==> src/rtl/asb_pkg.sv <==
// Constants for the accelerometer sample buffer
package asb_pkg;
   localparam logic [7:0] ADDR_THRESH     = 8'h32;
   localparam logic [7:0] ADDR_MODE       = 8'h33;
   localparam logic [7:0] ADDR_LEVEL      = 8'h34;
   localparam logic [7:0] ADDR_TRIG       = 8'h35;
   localparam logic [7:0] ADDR_FLUSH      = 8'h36;
   localparam logic [7:0] ADDR_READ       = 8'h7f;
   localparam logic [7:0] THRESH_RESET    = 8'h00;
   localparam logic [7:0] MODE_RESET      = 8'h00;
   localparam int         ENABLE_BIT      = 7;
   localparam int         RES_BIT         = 6;
   localparam int         TRIG_FLAG_BIT   = 7;
   localparam logic [6:0] CAP_HI          = 7'h29;  // 41 sets
   localparam logic [6:0] CAP_LO          = 7'h54;  // 84 sets
   localparam logic [7:0] BYTES_HI        = 8'h06;
   localparam logic [7:0] BYTES_LO        = 8'h03;
   localparam int         DEPTH           = 84;
   localparam int         AW              = 7;
   typedef enum logic [1:0] {
      ASB_FIFO, ASB_STREAM, ASB_TRIGGER, ASB_LIFO
   } asb_mode_t;
endpackage

==> src/rtl/asb_mem.sv <==
// Sample-set memory with registered read data
`timescale 1ns/1ns
`default_nettype none
module asb_mem (
   input  wire logic        clk,    // System clock
   input  wire logic        we,     // Write strobe
   input  wire logic [6:0]  waddr,  // Write slot
   input  wire logic [47:0] wdata,  // Three-axis set
   input  wire logic [6:0]  raddr,  // Read slot
   output logic      [47:0] rdata   // Registered read set
);
   logic [47:0] mem [0:asb_pkg::DEPTH-1];

   always_ff @(posedge clk) begin
      if (we) begin
         mem[waddr] <= wdata;
      end
      rdata <= mem[raddr];
   end
endmodule // asb_mem
`default_nettype wire

==> src/rtl/asb_buffer.sv <==
// Accelerometer sample buffer with register port
// Overview of operation
// RULE1 - Threshold field sets watermark sample count
// RULE2 - Capacity 41 sets high, 84 low
// RULE3 - Trigger mode: threshold is pre-trigger count
// RULE4 - Control bit 7 enables buffer collection
// RULE5 - Control bit 6 selects 12-bit storage
// RULE6 - Bits 1:0 select fifo/stream/trigger/lifo
// RULE7 - Fifo mode stops storing when full
// RULE8 - Stream mode drops oldest set when full
// RULE9 - Lifo drops oldest, reads newest first
// RULE10 - Trigger keeps pre-samples then fills to full
// RULE11 - Level reports bytes, 6 or 3 per set
// RULE12 - Status bit 7 shows trigger seen
// RULE13 - Host reads trigger buffer only after event
// RULE14 - Any write to flush empties everything; the code still sets the trigger flag if a trigger arrives in the flush cycle
// RULE15 - Host drains whole sets with auto-increment
// RULE16 - No sample writes during burst reads
// RULE17 - Read data are two's complement
// RULE18 - Trigger and sample arrive as strobes
`timescale 1ns/1ns
`default_nettype none
module asb_buffer (
   input  wire logic        clk,          // 100 MHz clock
   input  wire logic        nrst,         // Async reset, active low
   input  wire logic        reg_wr,       // Register write strobe
   input  wire logic        reg_rd,       // Register read strobe, one byte
   input  wire logic [7:0]  reg_addr,     // Register address
   input  wire logic [7:0]  reg_wdata,    // Write data
   input  wire logic        burst_active, // Host auto-increment read in progress
   output logic      [7:0]  reg_rdata,    // Read data, registered
   input  wire logic        sample_stb,   // New three-axis sample
   input  wire logic [11:0] sample_x,     // X, two's complement
   input  wire logic [11:0] sample_y,     // Y, two's complement
   input  wire logic [11:0] sample_z,     // Z, two's complement
   input  wire logic        trigger_stb,  // Trigger event
   output logic             watermark     // Stored sets reached nonzero threshold, outside trigger mode
);
   logic [7:0] thresh_r, thresh_nxt, mode_r, mode_nxt, rdata_r, rdata_nxt;
   logic [6:0] head_r, head_nxt, count_r, count_nxt;
   logic [2:0] bsel_r, bsel_nxt;
   logic       trig_r, trig_nxt;
   logic       mem_we;
   logic [6:0] waddr, raddr, cap, oldest;
   logic [47:0] wset, rset;
   logic       trig_set;
   asb_pkg::asb_mode_t mode;
   logic enable, hires, full, do_store, pop, set_done;

   // Slot arithmetic modulo the physical depth
   function automatic logic [6:0] wrap_add(input logic [6:0] a, input logic [6:0] b);
      logic [7:0] s;
      s = {1'b0, a} + {1'b0, b};
      if (s >= 8'(asb_pkg::DEPTH)) s = s - 8'(asb_pkg::DEPTH);
      return s[6:0];
   endfunction

   assign enable = mode_r[asb_pkg::ENABLE_BIT];                          // see RULE4
   assign hires  = mode_r[asb_pkg::RES_BIT];                             // see RULE5
   assign mode   = asb_pkg::asb_mode_t'(mode_r[1:0]);                    // see RULE6
   assign cap    = hires ? asb_pkg::CAP_HI : asb_pkg::CAP_LO;            // see RULE2
   assign full   = (count_r >= cap);
   assign trig_set = (mode == asb_pkg::ASB_TRIGGER) && enable && trigger_stb;
   assign oldest = wrap_add(head_r, 7'(asb_pkg::DEPTH) - count_r);
   assign watermark = (mode != asb_pkg::ASB_TRIGGER) && (thresh_r[6:0] != 7'h00)
                      && (count_r >= thresh_r[6:0]);                     // see RULE1
   // Low resolution keeps the top 8 bits so sign is preserved
   assign wset = hires ? {4'h0, sample_z, 4'h0, sample_y, 4'h0, sample_x}
                       : {24'h0, sample_z[11:4], sample_y[11:4], sample_x[11:4]}; // see RULE17

   // Storage decision
   always_comb begin
      do_store = 1'b0;
      if (enable && sample_stb && !burst_active) begin                   // see RULE16, RULE18
         case (mode)
            asb_pkg::ASB_FIFO:    do_store = !full;                      // see RULE7
            asb_pkg::ASB_STREAM:  do_store = 1'b1;                       // see RULE8
            asb_pkg::ASB_LIFO:    do_store = 1'b1;                       // see RULE9
            // Before the event only the pre-trigger window is kept
            asb_pkg::ASB_TRIGGER: do_store = trig_r ? !full : 1'b1;      // see RULE10
            default:              do_store = 1'b0;
         endcase
      end
   end
   assign mem_we = do_store;
   assign waddr  = head_r;
   assign set_done = bsel_r == (hires ? 3'd5 : 3'd2);
   assign pop    = reg_rd && reg_addr == asb_pkg::ADDR_READ && count_r != 7'h00 && set_done;
   // Lifo reads newest; others read oldest
   assign raddr  = (mode == asb_pkg::ASB_LIFO) ? wrap_add(head_r, 7'(asb_pkg::DEPTH - 1))
                                               : oldest;                 // see RULE9

   asb_mem u_mem (
      .clk   (clk),
      .we    (mem_we),
      .waddr (waddr),
      .wdata (wset),
      .raddr (raddr),
      .rdata (rset)
   );

   always_comb begin
      thresh_nxt = thresh_r;
      mode_nxt   = mode_r;
      head_nxt   = head_r;
      count_nxt  = count_r;
      trig_nxt   = trig_r;
      bsel_nxt   = bsel_r;
      rdata_nxt  = rdata_r;
      if (reg_wr) begin
         case (reg_addr)
            asb_pkg::ADDR_THRESH: thresh_nxt = {1'b0, reg_wdata[6:0]};
            asb_pkg::ADDR_MODE:   mode_nxt = reg_wdata & 8'hc3;
            default: ;
         endcase
      end
      if (do_store) begin
         head_nxt = wrap_add(head_r, 7'h01);
         if (mode == asb_pkg::ASB_TRIGGER && !trig_r) begin
            // An oversized threshold must not grow the count past capacity
            if (count_r < thresh_r[6:0] && !full) count_nxt = count_r + 7'h01; // see RULE3, RULE2
         end else if (!full) begin
            count_nxt = count_r + 7'h01;
         end
      end
      if (reg_rd) begin
         case (reg_addr)
            asb_pkg::ADDR_THRESH: rdata_nxt = thresh_r;
            asb_pkg::ADDR_MODE:   rdata_nxt = mode_r;
            asb_pkg::ADDR_LEVEL:  rdata_nxt = 8'(count_r) * (hires ? asb_pkg::BYTES_HI
                                                                   : asb_pkg::BYTES_LO); // see RULE11
            asb_pkg::ADDR_TRIG:   rdata_nxt = {trig_r, 7'h00};            // see RULE12
            asb_pkg::ADDR_READ: begin                                    // see RULE15
               if (hires) rdata_nxt = bsel_r[0] ? {rset[bsel_r[2:1]*16+8 +: 4], 4'h0} & 8'hff
                                                : rset[bsel_r[2:1]*16 +: 8];
               else rdata_nxt = rset[bsel_r[1:0]*8 +: 8];
               bsel_nxt = set_done ? 3'd0 : bsel_r + 3'd1;
            end
            default:              rdata_nxt = 8'h00;
         endcase
      end
      if (pop) begin
         count_nxt = count_r - 7'h01;
         if (mode == asb_pkg::ASB_LIFO) head_nxt = wrap_add(head_r, 7'(asb_pkg::DEPTH - 1));
      end
      if (reg_wr && reg_addr == asb_pkg::ADDR_FLUSH) begin              // see RULE14
         count_nxt = 7'h00;
         trig_nxt  = 1'b0;
         bsel_nxt  = 3'd0;
      end
      // A trigger in the flush cycle still latches: the set wins
      if (trig_set) trig_nxt = 1'b1;                                     // see RULE12
   end

   always_ff @(posedge clk or negedge nrst) begin
      if (!nrst) begin
         thresh_r <= asb_pkg::THRESH_RESET;
         mode_r   <= asb_pkg::MODE_RESET;
         head_r   <= 7'h00;
         count_r  <= 7'h00;
         trig_r   <= 1'b0;
         bsel_r   <= 3'd0;
         rdata_r  <= 8'h00;
      end else begin
         thresh_r <= thresh_nxt;
         mode_r   <= mode_nxt;
         head_r   <= head_nxt;
         count_r  <= count_nxt;
         trig_r   <= trig_nxt;
         bsel_r   <= bsel_nxt;
         rdata_r  <= rdata_nxt;
      end
   end
   assign reg_rdata = rdata_r;

   property p_fifo_no_overfill;
      @(posedge clk) disable iff (!nrst)
      (mode == asb_pkg::ASB_FIFO && full) |-> !mem_we;
   endproperty
   a_fifo_no_overfill: assert property (p_fifo_no_overfill) else $error("fifo stored when full"); // see RULE7

   property p_cap_bound;
      @(posedge clk) disable iff (!nrst)
      (do_store && full && !pop && !(reg_wr && reg_addr == asb_pkg::ADDR_FLUSH)) |=> count_r == $past(count_r);
   endproperty
   a_cap_bound: assert property (p_cap_bound) else $error("count beyond capacity"); // see RULE2

   property p_flush;
      @(posedge clk) disable iff (!nrst)
      (reg_wr && reg_addr == asb_pkg::ADDR_FLUSH) |=> (count_r == 7'h00 && trig_r == $past(trig_set));
   endproperty
   a_flush: assert property (p_flush) else $error("flush did not empty"); // see RULE14

   property p_burst_hold;
      @(posedge clk) disable iff (!nrst)
      burst_active |-> !mem_we;
   endproperty
   a_burst_hold: assert property (p_burst_hold) else $error("write during burst"); // see RULE16

   property p_stream_store;
      @(posedge clk) disable iff (!nrst)
      (enable && sample_stb && !burst_active && mode == asb_pkg::ASB_STREAM) |=> head_r == wrap_add($past(head_r), 7'h01);
   endproperty
   a_stream_store: assert property (p_stream_store) else $error("stream sample lost"); // see RULE8

   property p_disabled;
      @(posedge clk) disable iff (!nrst)
      !enable |-> !mem_we;
   endproperty
   a_disabled: assert property (p_disabled) else $error("stored while disabled"); // see RULE4

   property p_trig_flag;
      @(posedge clk) disable iff (!nrst)
      trig_set |=> trig_r;
   endproperty
   a_trig_flag: assert property (p_trig_flag) else $error("trigger not flagged"); // see RULE12

   property p_pretrig;
      @(posedge clk) disable iff (!nrst)
      (mode == asb_pkg::ASB_TRIGGER && !trig_r && thresh_r[6:0] <= cap) |-> count_r <= thresh_r[6:0];
   endproperty
   a_pretrig: assert property (p_pretrig) else $error("pre-trigger count exceeded"); // see RULE3
endmodule // asb_buffer
`default_nettype wire

==> config.mk <==
export PLATFORM = sky130hd
export DESIGN_NAME = asb_buffer
export DESIGN_NICKNAME = d
export VERILOG_FILES = /design/src/rtl/asb_pkg.sv /design/src/rtl/asb_mem.sv /design/src/rtl/asb_buffer.sv
export SDC_FILE = /design/constraint.sdc
export NUM_CORES = 2
export LEC_CHECK = 0
export ABC_AREA = 1
export BUFFER_PORTS_ARGS = -buffer_cell sky130_fd_sc_hd__buf_2
export CORE_MARGIN = 8
export CORE_UTILIZATION = 50
export DETAILED_ROUTE_END_ITERATION = 16
export PLACE_DENSITY = 0.76
export SYNTH_ARGS = -nofsm -noshare
export SYNTH_HDL_FRONTEND = slang
export SYNTH_HIERARCHICAL = 1
export SYNTH_SLANG_ARGS = --single-unit
==> constraint.sdc <==
create_clock -name clk -period 21.6 [get_ports clk]
set_input_delay 3.24 -clock clk [delete_from_list [all_inputs] [get_ports clk]]
set_output_delay 3.24 -clock clk [all_outputs]
set_load 0.02 [all_outputs]
# Word level (Yosys, flattened, before mapping)
# Memories as Yosys holds them, arrays and structs flattened. A register that Yosys moved wholly into a read port is not among the register bits.
# Cells that the tools add are included.
# W data, S select, Z words.
# totals
reg_bits	85
latch_bits	0
ram_bits	3696
mem_bits_ro	0
inputBits	59
output_inout_bits	9
word_cells	101
memories	1
# mem_list
name	words	word_bits	read_ports	rd_ports_with_merged_regs	write_ports	line_no	rtl
u_mem.mem	84	44	1	1	1	asb_mem.sv:12	logic [47:0] mem [0:asb_pkg::DEPTH-1];
# classes
addsub	11
multipliers	1
n_div	0
n_lt_le_gt_ge	6
eq_ne	13
shift	3
muxes	31
bitwise_logic	0
n_reduce_logical	27
# op_table
op	n
$mux W7	14
$shiftx A48 B6 Y8	1
$shiftx A48 B7 Y8	1
$shiftx A48 B8 Y4	1
$mux W44	1
$eq A8 B6 Y1 const B	5
$pmux W8 S5	1
$ge A8 B7 Y1 const B	3
$sub A7 B7 Y7 const B	3
$mux W3	6
$mux W8	2
$ge A7 B7 Y1	2
$reduce_bool A7 Y1	2
$logic_and A1 B1 Y1	12
$add A7 B1 Y8 const B	1
$add A7 B7 Y8	1
$add A7 B7 Y8 const B	1
$eq A8 B7 Y1 const B	1
$mul A7 B3 Y8	1
$add A6 B4 Y7 const B	1
$add A7 B1 Y7 const B	1
$lt A7 B7 Y1	1
$sub A7 B1 Y7 const B	1
$sub A7 B7 Y7 const A	1
other kinds (16)	28

# Depth between registers and ports, before layout
# logic_depth
word_depth	9
ltp_mapped	32
depth_no_buf	29

# Cells and area by module
# The synthesis kept the hierarchy.
# by_module_without_submodules
mod	n_inst	cells_per_inst	area_each_um2	seq_area_each_um2
asb_mem	1	13390	163385.4	122037.0
asb_buffer	1	843	5177.5	925.9

# Worst setup path before layout
# No wires, ideal clock.
# synth_timing
path_kind	input port to flip-flop
from	in sample_stb
to	mem u_mem/mem[41][0] in the netlist's numbering (enable)
setup_ns	0.573
arrival_ns	8.444
t_required_ns	21.027
setup_slack_ns	12.583
stages	6
n_path_buf	0
cell_sequence	nand2_1 nor2_1 nand2_2 inv_2 nand3_1 nor4_1
# synth_via
elab_chain_len	5
# synth_rtl
element	line_no	rtl
start: declaration	asb_buffer.sv:32	input wire logic sample_stb,
$logic_and A1 B1 Y1 (2 in series)	asb_buffer.sv:74	if (enable && sample_stb && !burst_active) begin
$mux W1	asb_buffer.sv:74	
named net do_store	asb_buffer.sv:48	logic enable, hires, full, do_store, pop, set_done;
$mux W1	asb_mem.sv:15	if (we) begin
$mux W1 (not written as such)	asb_mem.sv:16	mem[waddr] <= wdata;
end: declaration	asb_mem.sv:12	
# The timed path passes the listed nets, and every way through them passes these cells.

# Worst setup path in the final report
# layout_timing
from	reg head_r[0]
to	reg u_mem.rdata[42], read port of u_mem.mem
# layout_via
elab_chain_len	4
word_cells_on_any_way	9
classes_between	add/sub: 4; order compare: 2; mux: 3
# layout_rtl
element	line_no	rtl
start: declaration	asb_buffer.sv:40	logic [6:0] head_r, head_nxt, count_r, count_nxt;
start signal: assignment	asb_buffer.sv:167	head_r <= head_nxt;
$add A7 B7 Y8	asb_buffer.sv:53	s = {1'b0, a} + {1'b0, b};
$sub A7 B7 Y7 or $ge A8 B7 Y1 (tied branches)	asb_buffer.sv:54	if (s >= 8'(asb_pkg::DEPTH)) s = s - 8'(asb_pkg::DEPTH);
$mux W7	asb_buffer.sv:54	
$mux W7 (*)	asb_buffer.sv:90	assign raddr = (mode == asb_pkg::ASB_LIFO) ? wrap_add(head_r, 7'(asb_pkg::DEPTH - 1))
named net raddr[0]	asb_buffer.sv:44	logic [6:0] waddr, raddr, cap, oldest;
end: declaration	asb_mem.sv:10	output logic [47:0] rdata
# Mark *: on every way through the listed nets, which the timed path passes. The rest lies on a longest branch.
# A chain may end at the register's enable or synchronous reset.

==> results.md <==
- Final WL: 452 mm
- Final Hold Viols: 0
- Global Route Usage Sum: 0.264
- I/O Buffers: 67
- CTS tree: built
- Minimum clock period after layout: 7.66 ns
- Max_slew headroom: 0.145
- Final period util: 0.355
- Status: complete, no violations
- Initial Utilization: 0.503
- PostCTS Resize Cnt: 0
- Antenna violations before repair: 20
- Antenna-violating nets left: 0
- Die Wd: 574 µm
- CP Launch Type: register
- Post-CTS Setup Bufs: 0
- Max Slew Vio Count: 0
- Global-route wire length before repair: 657 mm
- Final routed DRC violation total: 0
- Max FO, Critical Path: 184
- Max Freq: 131 MHz
- Min-delay worst type: reg2reg
- DR WL/cell: 25.4 µm
- CP peak stage delay: 0.76 ns
- Worst setup EP type: register
- Io pins: 68
- Worst-margin pin slew: 1.28 ns
- Final setup viols: 0
- Synth Warn #: 6
- Crit path top cell by count: nand2_1
- Ratio of cells with drive above 1 in the final layout: 0.0776
- Largest net degree at the start of global routing: 268
- Hold-fix buffers at CTS: 0
- Average vias per placed instance: 6.04
- Layout Skew: 0.0644 ns
- Core ar.: 0.309 mm²
- Critical path type: reg2reg
- Vias in the first global route: 101292
- CTS buffer count: 374
- Num rows: 204
- Grt ovf: 0
- Mapped Area: 0.155 mm²
- CTS root buf: clkbuf_16
- Drt first pass iters: 7
- Clk_lat worst skew: 0.98 ns
- Clk pin slew, worst setup/hold paths: 0.06 ns
- Final HPWL DP: 232 mm
- Starting DRT DRC Count: 16192
- Max-Cap Viols: 0
- Die Y: 574 µm
- Req. time, crit path: 22.46 ns
- Critical Path AT: 8.52 ns
- RSZ-0062 raised after global routing: no
- Gate Count Post-Synth: 13203
- Syn-to-layout area delta: 10.9%
- Die Footprint: 0.329 mm²
- GPL Wtd Cong: 0.882
- CTS HTree Levels: 5
- Storage cell area: 0.113 mm²
- Fin nets: 13430
- Worst path slowest cell: buf_4
- Clock Tree Buf Depth: 4
- Avg Inst Size Synth: 11.8 µm²
- Via count: 107320
- Filler instances: 23913
- Final setup TNS: 0 ns
- Clock Sink Count: 3777
- Area occupied by multi-input gates: 0.0391 mm²
- Crit-path cells: ha_1 > nand2_1 > o21ai_4 > buf_4 > buf_4 > buf_12 > buf_4 > buf_4 > buf_12 > buf_4 > nand2_1 > nand3_1 > nand3_1 > nand2_1 > nand2_1 > nand3_1 > nand3_1 > nand2_1 > nand2_1 > nand2_1
[worst paths after layout]
kind	start	slack, ns	endpoint	cells after the start
worst min-delay path	reg_rdata[1]	0.49	reg_rdata[1]	2
worst max register to register	head_r[0]	13.94	u_mem/rdata[42]	20
max in group asynchronous	nrst	18.40	mode_r[6]	1
worst max-delay path	head_r[0]	13.94	u_mem/rdata[42]	20
min in group asynchronous	nrst	2.47	reg_rdata[5]	1
worst min register to register	reg_rdata[1]	0.49	reg_rdata[1]	2
[state kept, by name (all words and copies together) (netlist names)]
signal / count
u_mem/mem: 3696
reg_rdata: 8
bsel_r: 3
trig_r: 1
thresh_r: 7
mode_r: 4
head_r: 7
count_r: 7
u_mem/rdata: 44
[cells in the final DEF (no fill, tap or decap), types with 11 or more instances in the layout]
cell / n
a21oi_1: 42
buf_12: 14
buf_2: 67
buf_4: 216
bufinv_16: 29
clkbuf_1: 73
clkbuf_16: 376
clkbuf_8: 30
clkinv_1: 55
clkinv_16: 14
clkinv_2: 95
conb_1: 336
dfrtp_1: 36
dfxtp_1: 44
edfxtp_1: 3696
ha_1: 51
inv_1: 145
inv_2: 28
nand2_1: 4265
nand2_2: 18
nand3_1: 2481
nand4_1: 15
nor2_1: 546
nor2_4: 86
nor3_1: 11
o211ai_1: 65
o21ai_0: 442
o21ai_1: 56
o21ai_4: 18
o221ai_1: 49
o22ai_1: 114
xor2_1: 13
[per-layer routing]
layer | share of wire | GRT usage
met5 | 0.00019 | 0
met3 | 0.14 | 0.0649
met2 | 0.44 | 0.408
met4 | 0.066 | 0.143
met1 | 0.35 | 0.344
[final cells by class]
| type | instances | area share |
|---|---|---|
| Antenna cell | 10 | 0.000145 |
| Multi-Input combinational cell | 8681 | 0.227 |
| Tap cell | 4120 | 0.0299 |
| Timing Repair Buffer | 297 | 0.0130 |
| Clock buffer | 479 | 0.0586 |
| Sequential cell | 3777 | 0.654 |
| Clock inverter | 214 | 0.0128 |
| Inverter | 181 | 0.00426 |
[stage by stage]
step / utilization / hold slack, ns / setup WS [ns] / cells / instance area [µm²]
floorplan: - / 0.459 / 12.98 / 13538 / 157000
global placement: 0.518 / 0.455 / 14.33 / 17056 / 160000
detailed placement: 0.518 / 0.469 / 14.27 / 17056 / 160000
CTS: 0.558 / 0.485 / 14.17 / 17749 / 172000
global route: 0.558 / 0.520 / 13.63 / 17750 / 172000
finish: 0.558 / 0.487 / 13.94 / 17759 / 172000
[critical path: cells and delay by family, from the launching register on]
| family | cells | cell delay (ns) |
|---|---|---|
| buffers and inverters | 7 | 4.68 |
| AND/OR/NAND/NOR | 11 | 1.21 |
| flip-flops | 1 | 0.66 |
| AO/OA/AOI/OAI | 1 | 0.19 |
| adder cells (fa/ha/maj) | 1 | 0.44 |
Power is left out: the tool's default activity adds up to more than one toggle a clock period on the data nets, which glitch-free logic cannot reach.
